File: src/rtl/xcvr_mode_defines.svh
`ifndef XCVR_MODE_DEFINES_SVH
`define XCVR_MODE_DEFINES_SVH

// Positions in the pin synchroniser vector
`define PIN_TXD        0
`define PIN_STB_LVL    1
`define PIN_STB_DRV    2
`define PIN_TX_GOOD    3
`define PIN_LOG_GOOD   4
`define PIN_OVERTEMP   5
`define PIN_TIMEOUT    6
`define PIN_WAKE       7
`define PIN_COUNT      8

// Reset values and buffer depth
`define PIN_RST_VAL    8'h07
`define RXD_IDLE       1'h1
`define BUF_DEPTH      2'h2

`endif

File: src/rtl/xcvr_mode_pkg_unused_guard.sv
`timescale 1ns/1ps
`default_nettype none
`default_nettype wire

File: src/rtl/xcvr_mode_pkg.sv
`default_nettype none
package xcvr_mode_pkg;

    // Operating modes of the transceiver
    typedef enum logic [1:0] {
        power_down,
        normal_op,
        forced_rx,
        standby
    } mode_t;

endpackage : xcvr_mode_pkg
`default_nettype wire

File: src/rtl/can_transceiver_mode_control.sv
`timescale 1ns/1ps
`default_nettype none
`include "xcvr_mode_defines.svh"

// What this block does
// - Normal mode drives transmit stream onto bus
// - Normal mode: normal receiver feeds receive output
// - Normal mode: time-out disconnects transmitter
// - Normal mode: overtemperature disconnects transmitter
// - Normal mode: transmit supply loss forces receive-only
// - Logic supply loss always enters power-down
// - Low select enters normal with both supplies
// - Low select without transmit supply: receive-only, except from stand-by
// - Receive-only: transmitter off, normal receiver on
// - Receive-only and stand-by disable both protections
// - Receive-only watches supply, high select: stand-by
// - Power-down with low select leaves power-down
// - Stand-by: only low-power receiver is on
// - Stand-by: output follows bus after wake
// - Stand-by needs transmit supply to leave for normal
// - High select enters stand-by, swaps receivers
// - Stand-by never goes straight to receive-only
// - Power-down floats bus, resistors off
// - Power-up picks mode from select and supply
// - Undriven select reads as high
// - Bias half supply normal, ground in receive-only and stand-by
// - Low transmit is dominant, dominant reads low
// - Stand-by holds receive output high before wake
// - Time-out held until transmit rises
module can_transceiver_mode_control (
    // Clock and reset
    input  wire logic        ref_clk,
    input  wire logic        sys_rst,
    // Controller side pins
    input  wire logic        txd,
    input  wire logic        standby_select,
    input  wire logic        standby_select_oe,
    // Supply and protection conditions
    input  wire logic        tx_supply_good,
    input  wire logic        logic_supply_good,
    input  wire logic        overtemp,
    input  wire logic        txd_timeout,
    // Receivers
    input  wire logic        wake_pattern,
    input  wire logic        bus_level,
    input  wire logic        bus_valid,
    output logic             bus_ready,
    // Receive data towards controller
    output logic             rxd,
    output logic             rxd_valid,
    input  wire logic        rxd_ready,
    // Bus side controls
    output logic             tx_enable,
    output logic             tx_dominant,
    output logic             normal_rx_en,
    output logic             lowpower_rx_en,
    output logic             bias_half,
    output logic             bias_gnd,
    output logic             input_res_en,
    output logic             timeout_supervise,
    output logic             overtemp_protect,
    output logic [1:0]       mode
);

    logic [`PIN_COUNT-1:0]   pin_raw;
    logic [`PIN_COUNT-1:0]   s1_q;
    logic [`PIN_COUNT-1:0]   s2_q;
    logic [`PIN_COUNT-1:0]   s3_q;
    logic [`PIN_COUNT-1:0]   pin_q;
    logic [`PIN_COUNT-1:0]   pin_d;
    xcvr_mode_pkg::mode_t    mode_q;
    xcvr_mode_pkg::mode_t    mode_d;
    logic                    txd_prev_q;
    logic                    timeout_q;
    logic                    timeout_d;
    logic                    wake_q;
    logic                    wake_d;
    logic                    stby_f;
    logic                    rx_src;
    logic [1:0]              cnt_q;
    logic [1:0]              cnt_d;
    logic                    head_q;
    logic                    head_d;
    logic                    tail_q;
    logic                    tail_d;
    logic                    push;
    logic                    pop;

    assign pin_raw = {wake_pattern, txd_timeout, overtemp, logic_supply_good,
                      tx_supply_good, standby_select_oe, standby_select, txd};

    // Three stages; a level counts once stages two and three agree
    genvar gi;
    generate
        for (gi = 0; gi < `PIN_COUNT; gi = gi + 1) begin : g_sync
            always_comb begin
                pin_d[gi] = (s2_q[gi] == s3_q[gi]) ? s3_q[gi] : pin_q[gi];
            end
        end
    endgenerate

    always_ff @(posedge ref_clk) begin
        if (sys_rst) begin
            s1_q  <= `PIN_RST_VAL;
            s2_q  <= `PIN_RST_VAL;
            s3_q  <= `PIN_RST_VAL;
            pin_q <= `PIN_RST_VAL;
        end else begin
            s1_q  <= pin_raw;
            s2_q  <= s1_q;
            s3_q  <= s2_q;
            pin_q <= pin_d;
        end
    end

    // Pull-up makes an undriven select a stand-by request
    assign stby_f = pin_q[`PIN_STB_DRV] ? pin_q[`PIN_STB_LVL] : 1'h1;

    // Mode selection; logic supply loss beats everything
    always_comb begin
        mode_d = mode_q;
        if (!pin_q[`PIN_LOG_GOOD]) begin
            mode_d = xcvr_mode_pkg::power_down;
        end else begin
            case (mode_q)
                xcvr_mode_pkg::power_down: begin
                    if (stby_f)
                        mode_d = xcvr_mode_pkg::standby;
                    else if (pin_q[`PIN_TX_GOOD])
                        mode_d = xcvr_mode_pkg::normal_op;
                    else
                        mode_d = xcvr_mode_pkg::forced_rx;
                end
                xcvr_mode_pkg::normal_op: begin
                    if (stby_f)
                        mode_d = xcvr_mode_pkg::standby;
                    else if (!pin_q[`PIN_TX_GOOD])
                        mode_d = xcvr_mode_pkg::forced_rx;
                end
                xcvr_mode_pkg::forced_rx: begin
                    if (stby_f)
                        mode_d = xcvr_mode_pkg::standby;
                    else if (pin_q[`PIN_TX_GOOD])
                        mode_d = xcvr_mode_pkg::normal_op;
                end
                xcvr_mode_pkg::standby: begin
                    // Without transmit supply a low select just waits here
                    if (!stby_f && pin_q[`PIN_TX_GOOD])
                        mode_d = xcvr_mode_pkg::normal_op;
                end
                default: mode_d = xcvr_mode_pkg::power_down;
            endcase
        end
    end

    // Time-out latch: set wins over the releasing edge
    always_comb begin
        timeout_d = timeout_q;
        if (!txd_prev_q && pin_q[`PIN_TXD])
            timeout_d = 1'h0;
        if (mode_q == xcvr_mode_pkg::normal_op && pin_q[`PIN_TIMEOUT])
            timeout_d = 1'h1;
    end

    // Wake flag lives only while in stand-by
    always_comb begin
        wake_d = wake_q;
        if (mode_q != xcvr_mode_pkg::standby)
            wake_d = 1'h0;
        else if (pin_q[`PIN_WAKE])
            wake_d = 1'h1;
    end

    always_ff @(posedge ref_clk) begin
        if (sys_rst) begin
            mode_q     <= xcvr_mode_pkg::power_down;
            txd_prev_q <= 1'h1;
            timeout_q  <= 1'h0;
            wake_q     <= 1'h0;
        end else begin
            mode_q     <= mode_d;
            txd_prev_q <= pin_q[`PIN_TXD];
            timeout_q  <= timeout_d;
            wake_q     <= wake_d;
        end
    end

    // Per-mode gating of the analog blocks
    always_comb begin
        normal_rx_en = (mode_q == xcvr_mode_pkg::normal_op) ||
                       (mode_q == xcvr_mode_pkg::forced_rx);
        lowpower_rx_en = (mode_q == xcvr_mode_pkg::standby);
        bias_half = (mode_q == xcvr_mode_pkg::normal_op);
        bias_gnd = (mode_q == xcvr_mode_pkg::forced_rx) ||
                   (mode_q == xcvr_mode_pkg::standby);
        input_res_en = (mode_q != xcvr_mode_pkg::power_down);
        timeout_supervise = (mode_q == xcvr_mode_pkg::normal_op);
        overtemp_protect = (mode_q == xcvr_mode_pkg::normal_op);
        tx_enable = (mode_q == xcvr_mode_pkg::normal_op) && !timeout_q &&
                    !pin_q[`PIN_OVERTEMP];
        tx_dominant = tx_enable && !pin_q[`PIN_TXD];
        mode = mode_q;
    end

    // Source of receive data: bus, or idle high
    always_comb begin
        case (mode_q)
            xcvr_mode_pkg::normal_op: rx_src = bus_level;
            xcvr_mode_pkg::forced_rx: rx_src = bus_level;
            xcvr_mode_pkg::standby:   rx_src = wake_q ? bus_level : `RXD_IDLE;
            default:                  rx_src = `RXD_IDLE;
        endcase
    end

    // Two-entry buffer; head is a flop so rxd never glitches
    assign bus_ready = (cnt_q != `BUF_DEPTH);
    assign rxd_valid = (cnt_q != 2'h0);
    assign push      = bus_valid && bus_ready;
    assign pop       = rxd_valid && rxd_ready;

    always_comb begin
        cnt_d  = cnt_q;
        head_d = head_q;
        tail_d = tail_q;
        case ({push, pop})
            2'b10: begin
                cnt_d = cnt_q + 2'h1;
                if (cnt_q == 2'h0)
                    head_d = rx_src;
                else
                    tail_d = rx_src;
            end
            2'b01: begin
                cnt_d  = cnt_q - 2'h1;
                head_d = (cnt_q == `BUF_DEPTH) ? tail_q : `RXD_IDLE;
            end
            2'b11: begin
                // Full cannot push, so one entry was here
                head_d = rx_src;
            end
            default: begin
                cnt_d = cnt_q;
            end
        endcase
    end

    always_ff @(posedge ref_clk) begin
        if (sys_rst) begin
            cnt_q  <= 2'h0;
            head_q <= `RXD_IDLE;
            tail_q <= `RXD_IDLE;
        end else begin
            cnt_q  <= cnt_d;
            head_q <= head_d;
            tail_q <= tail_d;
        end
    end

    assign rxd = head_q;

    // Checks on the mode logic
    chk_pd_on_loss: assert property (@(posedge ref_clk) disable iff (sys_rst)
        !pin_q[`PIN_LOG_GOOD] |=> mode_q == xcvr_mode_pkg::power_down)
        else $error("logic supply loss did not power down");

    chk_normal_uv: assert property (@(posedge ref_clk) disable iff (sys_rst)
        (mode_q == xcvr_mode_pkg::normal_op && pin_q[`PIN_LOG_GOOD] && !stby_f
         && !pin_q[`PIN_TX_GOOD]) |=> mode_q == xcvr_mode_pkg::forced_rx)
        else $error("supply loss in normal did not force receive-only");

    chk_stby_no_frx: assert property (@(posedge ref_clk) disable iff (sys_rst)
        $past(mode_q) == xcvr_mode_pkg::standby |->
        mode_q != xcvr_mode_pkg::forced_rx)
        else $error("stand-by went straight to receive-only");

    chk_stby_enter: assert property (@(posedge ref_clk) disable iff (sys_rst)
        (mode_q inside {xcvr_mode_pkg::normal_op, xcvr_mode_pkg::forced_rx}
         && stby_f && pin_q[`PIN_LOG_GOOD]) |=> lowpower_rx_en && !normal_rx_en && !tx_enable)
        else $error("high select did not enter stand-by");

    chk_stby_hold: assert property (@(posedge ref_clk) disable iff (sys_rst)
        (mode_q == xcvr_mode_pkg::standby && stby_f && pin_q[`PIN_LOG_GOOD])
        |=> mode_q == xcvr_mode_pkg::standby)
        else $error("stand-by left without a low select");

    chk_tx_gate: assert property (@(posedge ref_clk) disable iff (sys_rst)
        tx_enable |-> mode_q == xcvr_mode_pkg::normal_op && !pin_q[`PIN_OVERTEMP])
        else $error("transmitter on outside normal or while hot");

    chk_timeout_hold: assert property (@(posedge ref_clk) disable iff (sys_rst)
        (timeout_q && pin_q[`PIN_TXD] == txd_prev_q) |=> timeout_q && !tx_enable)
        else $error("time-out released without a rising edge");

    chk_wake_idle: assert property (@(posedge ref_clk) disable iff (sys_rst)
        (mode_q == xcvr_mode_pkg::standby && !wake_q && push)
        |=> cnt_q != 2'h0 && (cnt_q == `BUF_DEPTH || rxd == `RXD_IDLE))
        else $error("pre-wake push was lost or not idle");

    chk_rx_idle: assert property (@(posedge ref_clk) disable iff (sys_rst)
        (cnt_q == 2'h0 && push && mode_q == xcvr_mode_pkg::standby && !wake_q)
        |=> rxd == `RXD_IDLE)
        else $error("receive output not idle before wake");

    chk_float_pd: assert property (@(posedge ref_clk) disable iff (sys_rst)
        mode_q == xcvr_mode_pkg::power_down |-> !input_res_en && !bias_half && !bias_gnd
        && !tx_enable)
        else $error("bus not floating in power-down");

    chk_buf_full: assert property (@(posedge ref_clk) disable iff (sys_rst)
        (cnt_q == `BUF_DEPTH && !rxd_ready) |=> !bus_ready && cnt_q == `BUF_DEPTH)
        else $error("buffer lost its full state");

endmodule : can_transceiver_mode_control
`default_nettype wire

File: config.mk
export PLATFORM = sky130hd
export DESIGN_NAME = can_transceiver_mode_control
export DESIGN_NICKNAME = d
export VERILOG_FILES = /design/src/rtl/xcvr_mode_pkg_unused_guard.sv /design/src/rtl/xcvr_mode_pkg.sv /design/src/rtl/can_transceiver_mode_control.sv
export VERILOG_INCLUDE_DIRS = /design/src /design/src/rtl
export SDC_FILE = /design/constraint.sdc
export NUM_CORES = 1
export LEC_CHECK = 0
export BUFFER_PORTS_ARGS = -buffer_cell sky130_fd_sc_hd__buf_2
export CAP_MARGIN = 40
export CELL_PAD_IN_SITES_DETAIL_PLACEMENT = 2
export CELL_PAD_IN_SITES_GLOBAL_PLACEMENT = 2
export CORE_UTILIZATION = 38
export CTS_BUF_LIST = sky130_fd_sc_hd__clkbuf_8
export CTS_CLUSTER_DIAMETER = 50
export DETAILED_ROUTE_END_ITERATION = 10
export PLACE_DENSITY_LB_ADDON = 0.1
export SYNTH_ARGS = -nofsm -noshare
export SYNTH_HDL_FRONTEND = slang
export SYNTH_SLANG_ARGS = --single-unit
export TNS_END_PERCENT = 100
File: constraint.sdc
create_clock -name ref_clk -period 3.5 [get_ports ref_clk]
set_clock_uncertainty 0.05 [all_clocks]
set_input_delay 0.175 -clock ref_clk [delete_from_list [all_inputs] [get_ports ref_clk]]
set_output_delay 0.175 -clock ref_clk [all_outputs]
set_load 0.01 [all_outputs]
==> summary.txt <==
status -> complete, no violations
DR iter-0 viols -> 20
Antenna Nets Post-Route -> 0
busiest grt layer -> met2
Via Count -> 1163
Final Hold Viols -> 0
FF-to-FF path depth -> 5
worst path cell trace -> inv_1 > ha_1 > nor3b_1 > and2_1 > buf_2
wire length per cell -> 14.8 um
synth unique cells -> 34
Design Area, Final -> 0.00181 mm2
drc violations -> 0
global placement routability congestion -> 0.878
met2 Track Usage GR -> 34.3%
hold path startpoint -> txd_timeout
Crit. Startpoint -> mode[1]
row count -> 22
TritonCTS buffer count -> 5
nets@finish -> 207
Post-Syn Instances -> 159
CTS Root Buffer Type -> clkbuf_8
vias per inst -> 4.95
largest net degree at the start of global routing -> 42
Ys Warns -> 0
HP Class -> input port to flip-flop
Leak -> 0.828 nW
Setup crit start kind -> flip-flop
cell area after synthesis -> 0.00155 mm2
Worst Path Max Fanout -> 9
Crit Reg-Reg Startpoint -> mode[1]
total power -> 996 uW
post-cts sizing count -> 0
placed wire-length estimate -> 2460 um
Hold Path Depth -> 2
Seq cells post-synth -> 41
slowest cell on the critical path -> dfxtp_1
Antenna Cells -> 0
CTS tree -> yes
Cell Area, Placed -> 0.00170 mm2
Setup violations, final -> 0
# IOs -> 27
all-layer global routing usage -> 18.8%
multi-input logic area -> 667 um2
Final Max Slew Viols -> 0
Initial Util -> 40.8%
Net Count, Synth -> 179
peak supply drop -> 0.000294 V
reg2reg setup slack -> 1660 ps
synthesis-to-layout area growth -> 17.0%
Crit path largest cell delay -> 370 ps
Clk Latency, worst-skew pair -> 290 ps
first-pass GRT wire length -> 5840 um
Worst Tran Pin Value -> 646 ps
reg-to-reg endpoint -> mode[1]
RSZ-0062 raised after global routing -> false
initial antenna violation count -> 0
core outline area -> 0.00380 mm2
layout cells sized above 1 -> 24.6%
WHS Endpoint -> s1_q[6]
filler instances -> 420
worst setup margin -> 1580 ps
Post-synth EDFFs -> 0
quantity of I/O buffers inserted on ports -> 26
setup TNS -> 0 ps
die area -> 0.00434 mm2
Mean Syn Cell Area -> 9.75 um2
M1 GR Usage -> 18.5%
Req. time, crit path -> 3270 ps
clock tree sinks -> 41
Die Y-Extent -> 65.9 um
worst relative slew slack -> 56.9%
CTS clk-pin slew, worst paths -> 70 ps
Setup crit end kind -> output port
Tmin final -> 1920 ps
M3 GR Usage -> 7.07%
Worst Path Class, Setup -> flip-flop to output port
predominant post-synthesis flop cell -> dfxtp_1
Die W -> 65.9 um
Seq/Total Area, Yosys -> 52.9%
Post-Route WL -> 3470 um
drt pass-1 iters -> 3
Pwr per Cell Area -> 549 mW/mm2
GRT Residual Overflow -> 0
Async SR Flop Fraction -> 0%
CTS H-tree lvls -> 2
Fmax achieved -> 0.520 GHz
Max clock buf depth -> 2
Reg area -> 821 um2
Max-cap violations -> 0
Worst EP arrival -> 1700 ps
pre-CTS WS -> 1690 ps
ratio of final minimum period to clock period -> 54.9%
vias in the first global route -> 1278
cells in the final DEF (no fill, tap or decap), drive strengths merged, types with 2 or more instances in the layout:
cell         count
o21ai           10
or2             11
clkbuf           6
nor3b            3
dfxtp           41
a2111oi          2
nor2            10
inv              7
dlygate4sd3      2
buf             26
and2b            3
nor2b           16
nand2b           2
nor3             3
o21bai           4
ha               7
a21oi           13
nand2            8
sequential cells by signal, indices dropped and copies added, names as in the netlist:
signal and count:
mode 2, s2_q 8, s3_q 8, timeout_q 1, s1_q 8, pin_q 8
rxd 1, tail_q 1, wake_q 1, cnt_q 2, txd_prev_q 1
power by group:
part	internal, mW	switching [mW]
Combinational	0.0708	0.0845
Sequential	0.497	0.0317
Clock	0.156	0.156
Yosys cell counts (all sizes together) (2+ instances only):
library cell  number  share of area, %
o21bai             4               1.9
buf                5               1.9
ha                 7               5.6
nand2              8               1.9
a2111oi            2               1.2
nor3               3              0.97
clkbuf             2              0.48
dfxtp             41                53
nor2b             16               6.5
nor3b              3               1.5
a21oi             13               4.2
or2               11               4.4
and2b              3               1.5
inv                7               1.7
nor2              10               2.4
o21ai             10               3.2
nand2b             2              0.81
kinds of logic after synthesis:
logic type,count (synthesis),share of synthesized area [%]
compound gates,34,13.3
xor+xnor,2,1.13
fa+ha+maj,7,5.65
buf+inv,14,4.04
flops,41,52.9
simple gates,61,22.9
repair_timing:
item	4_1_cts	5_1_grt
hold endpoints to repair	2	0
setup buffers	0	0
hold buffers	2	0
per-layer routing:
metal / wire [um] / vias up
met2: 1880 / 18
met3: 126 / 11
li1: - / 575
met1: 1380 / 559
met5: 0 / -
met4: 89 / 0
worst max path at each step:
stage	to	slack, ps
4_1_cts	tx_dominant	1550
2_1_floorplan	cnt_q[1]	1850
6_report	tx_dominant	1580
5_1_grt	tx_dominant	1440
3_5_place_dp	mode[1]	1690
3_3_place_gp	mode[1]	1860
metrics by stage:
stage	instances	util, %	hold WS (ps)
finish	235	47.8	41.4
floorplan	159	-	229
global placement	226	44.9	309
detailed placement	226	44.9	315
global route	235	47.8	40.8
CTS	235	47.8	33.7
critical path: cells and delay by family (launching register included):
| family | cells | cell delay (ps) |
|---|---|---|
| DFF | 1 | 370 |
| adders and majority gates | 1 | 360 |
| and+or+nand+nor | 2 | 420 |
| buffers and inverters | 2 | 250 |
final cells by class:
cell class / count / area share, %
repair buffers: 28 / 8.28
clock buffers: 6 / 4.55
well taps: 48 / 3.31
multi-input cells: 104 / 36.8
clock inverters: 1 / 0.414
flip-flops and latches: 41 / 45.2
inverters: 7 / 1.45
Power figures use the tool's default switching activity.
